===== src/rtl/spi_port_cfg.svh =====
// constants for the synchronous serial port: mode codes, rates, reset values
`ifndef SPI_PORT_CFG_SVH
`define SPI_PORT_CFG_SVH

// four-bit mode field encodings
`define MODE_MASTER_DIV4 4'h0
`define MODE_MASTER_DIV16 4'h1
`define MODE_MASTER_DIV64 4'h2
`define MODE_MASTER_TIMER 4'h3
`define MODE_SLAVE_SELECT 4'h4
`define MODE_SLAVE_FREE 4'h5
`define MODE_MASTER_RELOAD 4'ha

// half sck periods in system clocks (fosc/4, fosc/16, fosc/64)
`define HALF_DIV4 10'h002
`define HALF_DIV16 10'h008
`define HALF_DIV64 10'h020

// shift sequencing
`define BITS_PER_BYTE 4'h8
`define LAST_TOGGLE 5'h10
`define FIRST_CHANGE_LEAD 5'h02
`define LAST_CHANGE_LEAD 5'h0e
`define FIRST_CHANGE_TRAIL 5'h03
`define LAST_CHANGE_TRAIL 5'h0f

// reset values
`define RST_BYTE 8'h00
`define RST_DIV 10'h000
`define RST_HALF 5'h00
`define RST_BITS 4'h0

`endif


===== src/rtl/spi_port_pkg.sv =====
// types shared by the synchronous serial port
package spi_port_pkg;
  typedef enum logic [1:0] {
    M_IDLE  = 2'b01,
    M_SHIFT = 2'b10
  } master_state_t;
endpackage


===== src/rtl/sync_serial_spi_port.sv =====
// byte-wide spi port, master or slave, with receive buffer and flags
`timescale 1ns/1ps
`include "spi_port_cfg.svh"

// Summary of operation
// - master starts shifting on buffer write
// - master samples input even without output
// - master rate from five selectable sources
// - polarity bit sets sck idle level, edge bit picks data edge
// - sample phase picks middle or end
// - slave shifts on sck, flags eighth bit
// - slave keeps receiving during sleep, wakes
// - sleep freezes master transfer, then resumes
// - overwrite enable accepts writes when full
// - select control only in mode 0100
// - select low enables shifting, drives output
// - select high floats output immediately
// - select high or disable clears bit counter
// - eight-bit register, msb out, lsb in
// - write while shifting dropped, collision flagged
// - received byte sets full; read clears
module sync_serial_spi_port
  import spi_port_pkg::*;
(
  input wire logic clk,
  input wire logic sys_rst,
  input wire logic port_enable,
  input wire logic [3:0] mode_select,
  input wire logic clock_idle_polarity,
  input wire logic clock_edge,
  input wire logic input_sample_phase,
  input wire logic buffer_overwrite_enable,
  input wire logic [7:0] rate_reload_value,
  input wire logic timer_two_tick,
  input wire logic sleep_mode,
  input wire logic buffer_write,
  input wire logic [7:0] buffer_write_data,
  input wire logic buffer_read,
  input wire logic complete_flag_clear,
  input wire logic collision_flag_clear,
  input wire logic sck_in,
  input wire logic sdi_in,
  input wire logic select_n_in,
  output logic sck_out,
  output logic sck_oe,
  output logic sdo_out,
  output logic sdo_oe,
  output logic [7:0] transfer_buffer,
  output logic buffer_full_flag,
  output logic write_collision_flag,
  output logic transfer_complete_flag,
  output logic wake_request,
  output logic busy,
  output logic rx_valid,
  output logic [7:0] rx_data,
  input wire logic rx_ready
);
  // ---------------------------------------------------------------
  // decoding helpers
  // ---------------------------------------------------------------
  function automatic logic is_master(input logic [3:0] m);
    return (m == `MODE_MASTER_DIV4) || (m == `MODE_MASTER_DIV16) ||
           (m == `MODE_MASTER_DIV64) || (m == `MODE_MASTER_TIMER) ||
           (m == `MODE_MASTER_RELOAD);
  endfunction

  function automatic logic [9:0] half_len(input logic [3:0] m, input logic [7:0] r);
    unique case (m)
      `MODE_MASTER_DIV16: return `HALF_DIV16;
      `MODE_MASTER_DIV64: return `HALF_DIV64;
      `MODE_MASTER_RELOAD: return 10'(({2'b00, r} + 10'h001) << 1);
      default: return `HALF_DIV4;
    endcase
  endfunction

  // ---------------------------------------------------------------
  // pin synchronisers: sck, sdi, select
  // ---------------------------------------------------------------
  logic [2:0] pin_raw;
  logic [2:0] sy1;
  logic [2:0] sy2;
  logic [2:0] sy3;
  logic [2:0] lvl;
  logic [2:0] next_lvl;
  logic sck_edge;

  assign pin_raw = {select_n_in, sdi_in, sck_in};

  genvar gi;
  generate
    for (gi = 0; gi < 3; gi++) begin : g_sync
      // a level only counts once the second and third stages agree
      always_comb begin
        next_lvl[gi] = (sy2[gi] == sy3[gi]) ? sy3[gi] : lvl[gi];
      end
      always_ff @(posedge clk) begin
        if (sys_rst) begin
          sy1[gi] <= 1'b1;
          sy2[gi] <= 1'b1;
          sy3[gi] <= 1'b1;
          lvl[gi] <= 1'b1;
        end else begin
          sy1[gi] <= pin_raw[gi];
          sy2[gi] <= sy1[gi];
          sy3[gi] <= sy2[gi];
          lvl[gi] <= next_lvl[gi];
        end
      end
    end
  endgenerate

  assign sck_edge = next_lvl[0] != lvl[0];

  // ---------------------------------------------------------------
  // mode decode and write qualification
  // ---------------------------------------------------------------
  master_state_t state;
  master_state_t next_state;
  logic [7:0] shreg;
  logic [9:0] div_cnt;
  logic [4:0] half_cnt;
  logic [3:0] bit_cnt;
  logic push_valid;
  logic [7:0] push_data;
  logic push_ready;
  logic master_on;
  logic slave_on;
  logic select_mode;
  logic slave_held;
  logic write_ok;
  logic complete;
  logic [7:0] next_shreg;
  logic [9:0] next_div_cnt;
  logic [4:0] next_half_cnt;
  logic [3:0] next_bit_cnt;
  logic next_sck_out;
  logic next_sdo_out;
  logic half_tick;
  logic [4:0] kn;
  logic [4:0] off;
  logic sample_now;
  logic change_now;
  logic lead_edge;

  assign master_on = port_enable && is_master(mode_select);
  assign slave_on = port_enable && !is_master(mode_select);
  assign select_mode = mode_select == `MODE_SLAVE_SELECT;
  assign slave_held = select_mode && lvl[2];
  assign write_ok = buffer_write && port_enable && !busy && !write_collision_flag &&
                    (!buffer_full_flag || buffer_overwrite_enable) && push_ready;

  assign half_tick = (mode_select == `MODE_MASTER_TIMER) ? timer_two_tick :
                     (div_cnt == 10'(half_len(mode_select, rate_reload_value) - 10'h001));
  assign kn = half_cnt + 5'h01;
  assign off = (clock_edge ? 5'h01 : 5'h02) + {4'h0, input_sample_phase};
  assign lead_edge = next_lvl[0] != clock_idle_polarity;

  // ---------------------------------------------------------------
  // shift engine
  // ---------------------------------------------------------------
  // no config latch
  always_comb begin
    next_state = state;
    next_shreg = shreg;
    next_div_cnt = div_cnt;
    next_half_cnt = half_cnt;
    next_bit_cnt = bit_cnt;
    next_sck_out = sck_out;
    next_sdo_out = sdo_out;
    complete = 1'b0;
    sample_now = 1'b0;
    change_now = 1'b0;
    if (write_ok) begin
      next_shreg = buffer_write_data;
      next_sdo_out = buffer_write_data[7];
    end
    if (master_on) begin
      if (state == M_IDLE && write_ok) begin
        next_state = M_SHIFT;
        next_div_cnt = `RST_DIV;
        next_half_cnt = `RST_HALF;
        next_bit_cnt = `RST_BITS;
      end
      if (state == M_SHIFT && !sleep_mode) begin
        next_div_cnt = half_tick ? `RST_DIV : div_cnt + 10'h001;
        if (half_tick) begin
          next_half_cnt = kn;
          if (kn <= `LAST_TOGGLE) begin
            next_sck_out = !sck_out;
          end
          sample_now = (kn >= off) && (kn[0] == off[0]);
          change_now = clock_edge ?
            (!kn[0] && kn >= `FIRST_CHANGE_LEAD && kn <= `LAST_CHANGE_LEAD) :
            (kn[0] && kn >= `FIRST_CHANGE_TRAIL && kn <= `LAST_CHANGE_TRAIL);
          if (sample_now) begin
            next_shreg = {shreg[6:0], lvl[1]};
            next_bit_cnt = bit_cnt + 4'h1;
          end
          if (change_now) begin
            next_sdo_out = sample_now ? shreg[6] : shreg[7];
          end
          if (sample_now && bit_cnt == `BITS_PER_BYTE - 4'h1) begin
            complete = 1'b1;
            next_bit_cnt = `RST_BITS;
          end
          // a mid-bit final sample still owes the last trailing edge
          if (kn >= `LAST_TOGGLE && next_bit_cnt == `RST_BITS) begin
            next_state = M_IDLE;
          end
        end
      end
      if (next_state == M_IDLE) begin
        next_sck_out = clock_idle_polarity;
      end
    end else begin
      next_state = M_IDLE;
      next_sck_out = clock_idle_polarity;
      if (!slave_on || slave_held) begin
        next_bit_cnt = `RST_BITS;
      end else if (sck_edge) begin
        if (lead_edge == clock_edge) begin
          next_shreg = {shreg[6:0], lvl[1]};
          next_bit_cnt = bit_cnt + 4'h1;
          if (bit_cnt == `BITS_PER_BYTE - 4'h1) begin
            complete = 1'b1;
            next_bit_cnt = `RST_BITS;
          end
        end else begin
          next_sdo_out = shreg[7];
        end
      end
    end
  end

  always_ff @(posedge clk) begin
    if (sys_rst) begin
      state <= M_IDLE;
      shreg <= `RST_BYTE;
      div_cnt <= `RST_DIV;
      half_cnt <= `RST_HALF;
      bit_cnt <= `RST_BITS;
      sck_out <= 1'b0;
      sdo_out <= 1'b0;
    end else begin
      state <= next_state;
      shreg <= next_shreg;
      div_cnt <= next_div_cnt;
      half_cnt <= next_half_cnt;
      bit_cnt <= next_bit_cnt;
      sck_out <= next_sck_out;
      sdo_out <= next_sdo_out;
    end
  end

  // ---------------------------------------------------------------
  // flags, buffer and pin enables
  // ---------------------------------------------------------------
  logic [7:0] next_transfer_buffer;
  logic next_bf;
  logic next_write_collision_flag;
  logic next_tcf;
  logic next_wake;
  logic next_busy;
  logic next_sdo_oe;

  always_comb begin
    next_transfer_buffer = transfer_buffer;
    if (write_ok) begin
      next_transfer_buffer = buffer_write_data;
    end
    if (complete) begin
      next_transfer_buffer = next_shreg;
    end
    next_bf = complete || (buffer_full_flag && !buffer_read);
    next_write_collision_flag = (buffer_write && port_enable && busy) ||
                (write_collision_flag && !collision_flag_clear);
    next_tcf = complete || (transfer_complete_flag && !complete_flag_clear);
    next_wake = complete && sleep_mode && slave_on;
    next_busy = (next_state == M_SHIFT) || (slave_on && next_bit_cnt != `RST_BITS);
    next_sdo_oe = master_on || (slave_on && !(select_mode && next_lvl[2]));
  end

  always_ff @(posedge clk) begin
    if (sys_rst) begin
      transfer_buffer <= `RST_BYTE;
      buffer_full_flag <= 1'b0;
      write_collision_flag <= 1'b0;
      transfer_complete_flag <= 1'b0;
      wake_request <= 1'b0;
      busy <= 1'b0;
      sdo_oe <= 1'b0;
      sck_oe <= 1'b0;
      push_valid <= 1'b0;
      push_data <= `RST_BYTE;
    end else begin
      transfer_buffer <= next_transfer_buffer;
      buffer_full_flag <= next_bf;
      write_collision_flag <= next_write_collision_flag;
      transfer_complete_flag <= next_tcf;
      wake_request <= next_wake;
      busy <= next_busy;
      sdo_oe <= next_sdo_oe;
      sck_oe <= master_on;
      push_valid <= complete;
      push_data <= next_shreg;
    end
  end

  // a slave byte arriving while both entries are full is dropped
  pair_buffer #(.WIDTH(8)) u_rx_buffer (
    .clk(clk),
    .sys_rst(sys_rst),
    .in_valid(push_valid),
    .in_data(push_data),
    .in_ready(push_ready),
    .out_valid(rx_valid),
    .out_data(rx_data),
    .out_ready(rx_ready)
  );
endmodule // sync_serial_spi_port


===== src/rtl/pair_buffer.sv =====
// two-entry valid/ready buffer for received bytes
`timescale 1ns/1ps
module pair_buffer #(
  parameter int WIDTH = 8
) (
  input wire logic clk,
  input wire logic sys_rst,
  input wire logic in_valid,
  input wire logic [WIDTH-1:0] in_data,
  output logic in_ready,
  output logic out_valid,
  output logic [WIDTH-1:0] out_data,
  input wire logic out_ready
);
  logic spare_valid;
  logic [WIDTH-1:0] spare_data;
  logic next_out_valid;
  logic [WIDTH-1:0] next_out_data;
  logic next_spare_valid;
  logic [WIDTH-1:0] next_spare_data;
  logic push;
  logic pop;

  // in_ready is just the spare slot being free, so it stays a flop
  assign in_ready = !spare_valid;
  assign push = in_valid && in_ready;
  assign pop = out_valid && out_ready;

  always_comb begin
    next_out_valid = out_valid;
    next_out_data = out_data;
    next_spare_valid = spare_valid;
    next_spare_data = spare_data;
    if (pop || !out_valid) begin
      if (spare_valid) begin
        next_out_valid = 1'b1;
        next_out_data = spare_data;
        next_spare_valid = push;
        if (push) begin
          next_spare_data = in_data;
        end
      end else begin
        next_out_valid = push;
        if (push) begin
          next_out_data = in_data;
        end
      end
    end else if (push) begin
      next_spare_valid = 1'b1;
      next_spare_data = in_data;
    end
  end

  always_ff @(posedge clk) begin
    if (sys_rst) begin
      out_valid <= 1'b0;
      out_data <= '0;
      spare_valid <= 1'b0;
      spare_data <= '0;
    end else begin
      out_valid <= next_out_valid;
      out_data <= next_out_data;
      spare_valid <= next_spare_valid;
      spare_data <= next_spare_data;
    end
  end
endmodule // pair_buffer


===== config.mk =====
export PLATFORM = sky130hd
export DESIGN_NAME = sync_serial_spi_port
export DESIGN_NICKNAME = d
export VERILOG_FILES = /design/src/rtl/spi_port_pkg.sv /design/src/rtl/sync_serial_spi_port.sv /design/src/rtl/pair_buffer.sv
export VERILOG_INCLUDE_DIRS = /design/src /design/src/rtl
export SDC_FILE = /design/constraint.sdc
export NUM_CORES = 1
export LEC_CHECK = 0
export BUFFER_PORTS_ARGS = -buffer_cell sky130_fd_sc_hd__buf_2
export CAP_MARGIN = 20
export CORE_MARGIN = 10
export CORE_UTILIZATION = 34
export DETAILED_ROUTE_END_ITERATION = 12
export MAX_ROUTING_LAYER = met4
export SYNTH_ARGS = -nofsm -noshare
export SYNTH_HDL_FRONTEND = slang
export SYNTH_SLANG_ARGS = --single-unit

===== constraint.sdc =====
create_clock -name clk -period 3.85 [get_ports clk]
set_input_delay 0.385 -clock clk [delete_from_list [all_inputs] [get_ports clk]]
set_output_delay 0.385 -clock clk [all_outputs]
set_load 0.05 [all_outputs]

==> metrics.txt <==
status complete, no violations; final net count about 620; Vias between 3000 and 4000; CTS tree yes; first-pass GRT wire length around 18000 um; RSZ-0062 raised after global routing false; final core occ 0.409; post-synth top area cell dfxtp_1; num rows 40; crit path max fanout 11; clock latency on the worst-skew pair approximately 330 ps; Worst-path clk slew 50 ps; CTS root buf clkbuf_16; area grow syn2layout 16.5%; Post-synth top cells nor2_1, dfxtp_1, nand2_1; vias per inst ~5.2; Bufs on Longest Clock Path 2; CP Data Required Time between 4000 and 5000 ps; worst slew pin tran a little over 1000 ps; final hold violation count 0; initial antenna violation count 0; synth top area cells dfxtp_1, nor2_1, mux2i_1; clock sink count 77; die width 132 um; Syn Std Cell Area around 4300 um^2; Post-DP Area about 4700 um^2; Pwr Density between 300 and 400 nW/um^2; Primary FF master, synth dfxtp_1; Routed WL per cell between 10 and 15 um; largest net degree at the start of global routing 44; Final min period 3390 ps; Post-Place Setup Slack between 300 and 400 ps; post-route design area around 5000 um^2; ant diodes 0; Final WS setup 458 ps; Period Utilization, post-route 0.881; CP startpoint kind register; Pleak 1.89 nW; Starting Density 0.351; Placer Congestion about 0.88; total power draw roughly 1.8 mW; grt ovf 0; FMAX approximately 300 MHz; Placed Instances approximately 720; Final Max Slew Viols 0; max_slew headroom 0.316; Max VDD drop around 0.24 mV; most common cell in the netlist nor2_1; EDFF count, synth 0; DRT Pass-1 Iters 5; Setup-failing EPs final 0; WHS roughly 240 ps; CTS Hold Bufs 0; Post-Route Setup TNS 0 ps; die height about 130 um; H-tree levels 3; sequential fraction of the synthesis area 0.361; Crit. End Element register; max cap viols 0; Final Non-Filler Cells between 700 and 800; DR iter-0 viols 200; CTS Buf Count 9; setup bufs post-CTS 0; kind of critical path reg2reg; Die ar. 17400 um^2; Async SR Flop Fraction 0; Total GRT Usage 0.126; Post-CTS Resized 0; ratio of cells with drive above 1 in the final layout 0.193; port buffer count 62; top-area cell type share of the netlist area 0.361; # DRC 0; Final Skew 6.39 ps; ANT nets after route 0; Routed WL roughly 11000 um; Avg Inst Size Synth ~8.2 um^2; Syn Nets between 500 and 600; count of different cell masters after synthesis 64; dpl hpwl between 8000 and 9000 um; Critical Path AT between 3000 and 4000 ps; Worst Hold Class in2reg; #FFs+latches synth 77; Yosys warning count 0; I/O pin cnt 63; number of global-route vias before repair ~3700; cells after synthesis between 500 and 600; Core Footprint around 12000 um^2
==> power breakdown <==
part,total (mW),internal [mW],leakage [nW],switching (mW)
clock,0.778,0.465,0.134,0.313
sequential,0.824,0.812,0.625,0.0119
combinational,0.175,0.0645,1.13,0.111
==> worst max-delay path, cell delays in order (launching register included) <==
cell and delay (ps):
dfxtp_1 550, ha_1 290, xnor2_1 160, inv_1 100, ha_1 300, o21a_1 100, o41a_1 510, nor2_1 180
a22o_1 180, nor3_1 50, nand2_1 80, nor4_1 50, a311oi_1 450, nor2_1 80, a211oi_1 210
==> logic make-up after synthesis <==
group / count (synthesis) / synth area share
adder cells (fa/ha/maj): 13 / 0.0375
AND/OR/NAND/NOR: 226 / 0.273
buffers and inverters: 40 / 0.0407
flip-flops: 77 / 0.361
AO/OA/AOI/OAI: 124 / 0.202
XOR/XNOR: 16 / 0.0328
multiplexers: 22 / 0.0524
==> layout make-up <==
cell class / instances / area, um^2
clock buffers: 11 / 253
clock inverters: 3 / 21.3
fillers: 1231 / 7190
inverters: 10 / 37.5
multi-input cells: 401 / 2560
flip-flops and latches: 77 / 1540
well taps: 168 / 210
repair buffers: 68 / 355
==> final timing paths <==
| kind | from | end | slack [ps] | depth (start not counted) |
|---|---|---|---|---|
| worst max-delay path | half_cnt[0]$_SDFFE_PP0P_ | sck_out$_SDFFE_PP0P_ | 460 | 14 |
| worst min-delay path | sdi_in | sy1[1]$_SDFF_PP1_ | 240 | 2 |
| worst max register to register | half_cnt[0]$_SDFFE_PP0P_ | sck_out$_SDFFE_PP0P_ | 460 | 14 |
| worst min register to register | sy1[2]$_SDFF_PP1_ | sy2[2]$_SDFF_PP1_ | 410 | 1 |
==> cell usage in the layout (no fill, tap or decap), drive strengths merged, types with 5 or more instances in the layout <==
cell,netlist,routed
a21o,5,5
a22oi,5,5
inv,9,10
and3,9,9
dfxtp,77,77
nor2,81,81
a211oi,12,12
nand2,46,46
xor2,7,7
nor3,11,11
nand4,5,5
mux2i,19,19
o21ai,19,19
nor3b,15,15
buf,11,68
a21oi,29,29
a311oi,19,19
nor2b,5,5
nand3,10,10
clkbuf,19,11
xnor2,9,9
ha,12,12
or2,13,13
nand2b,9,9
==> flip-flops by register name (all words and copies together) (netlist names), 2 cells and up <==
register and count:
sy1 3, lvl 3, state 2, u_rx_buffer.spare_data 8
push_data 8, u_rx_buffer.out_data 8, bit_cnt 4, sy2 3
half_cnt 5, transfer_buffer 8, div_cnt 10, sy3 3
==> routing by layer <==
metal	track usage	routed length (um)	vias up
li1	-	-	1967
met1	0.167	5400	1806
met2	0.191	4830	80
met3	0.0244	419	12
met4	0.0371	114	0
met5	-	0	-
No activity file was read; power rests on OpenSTA's default activity.
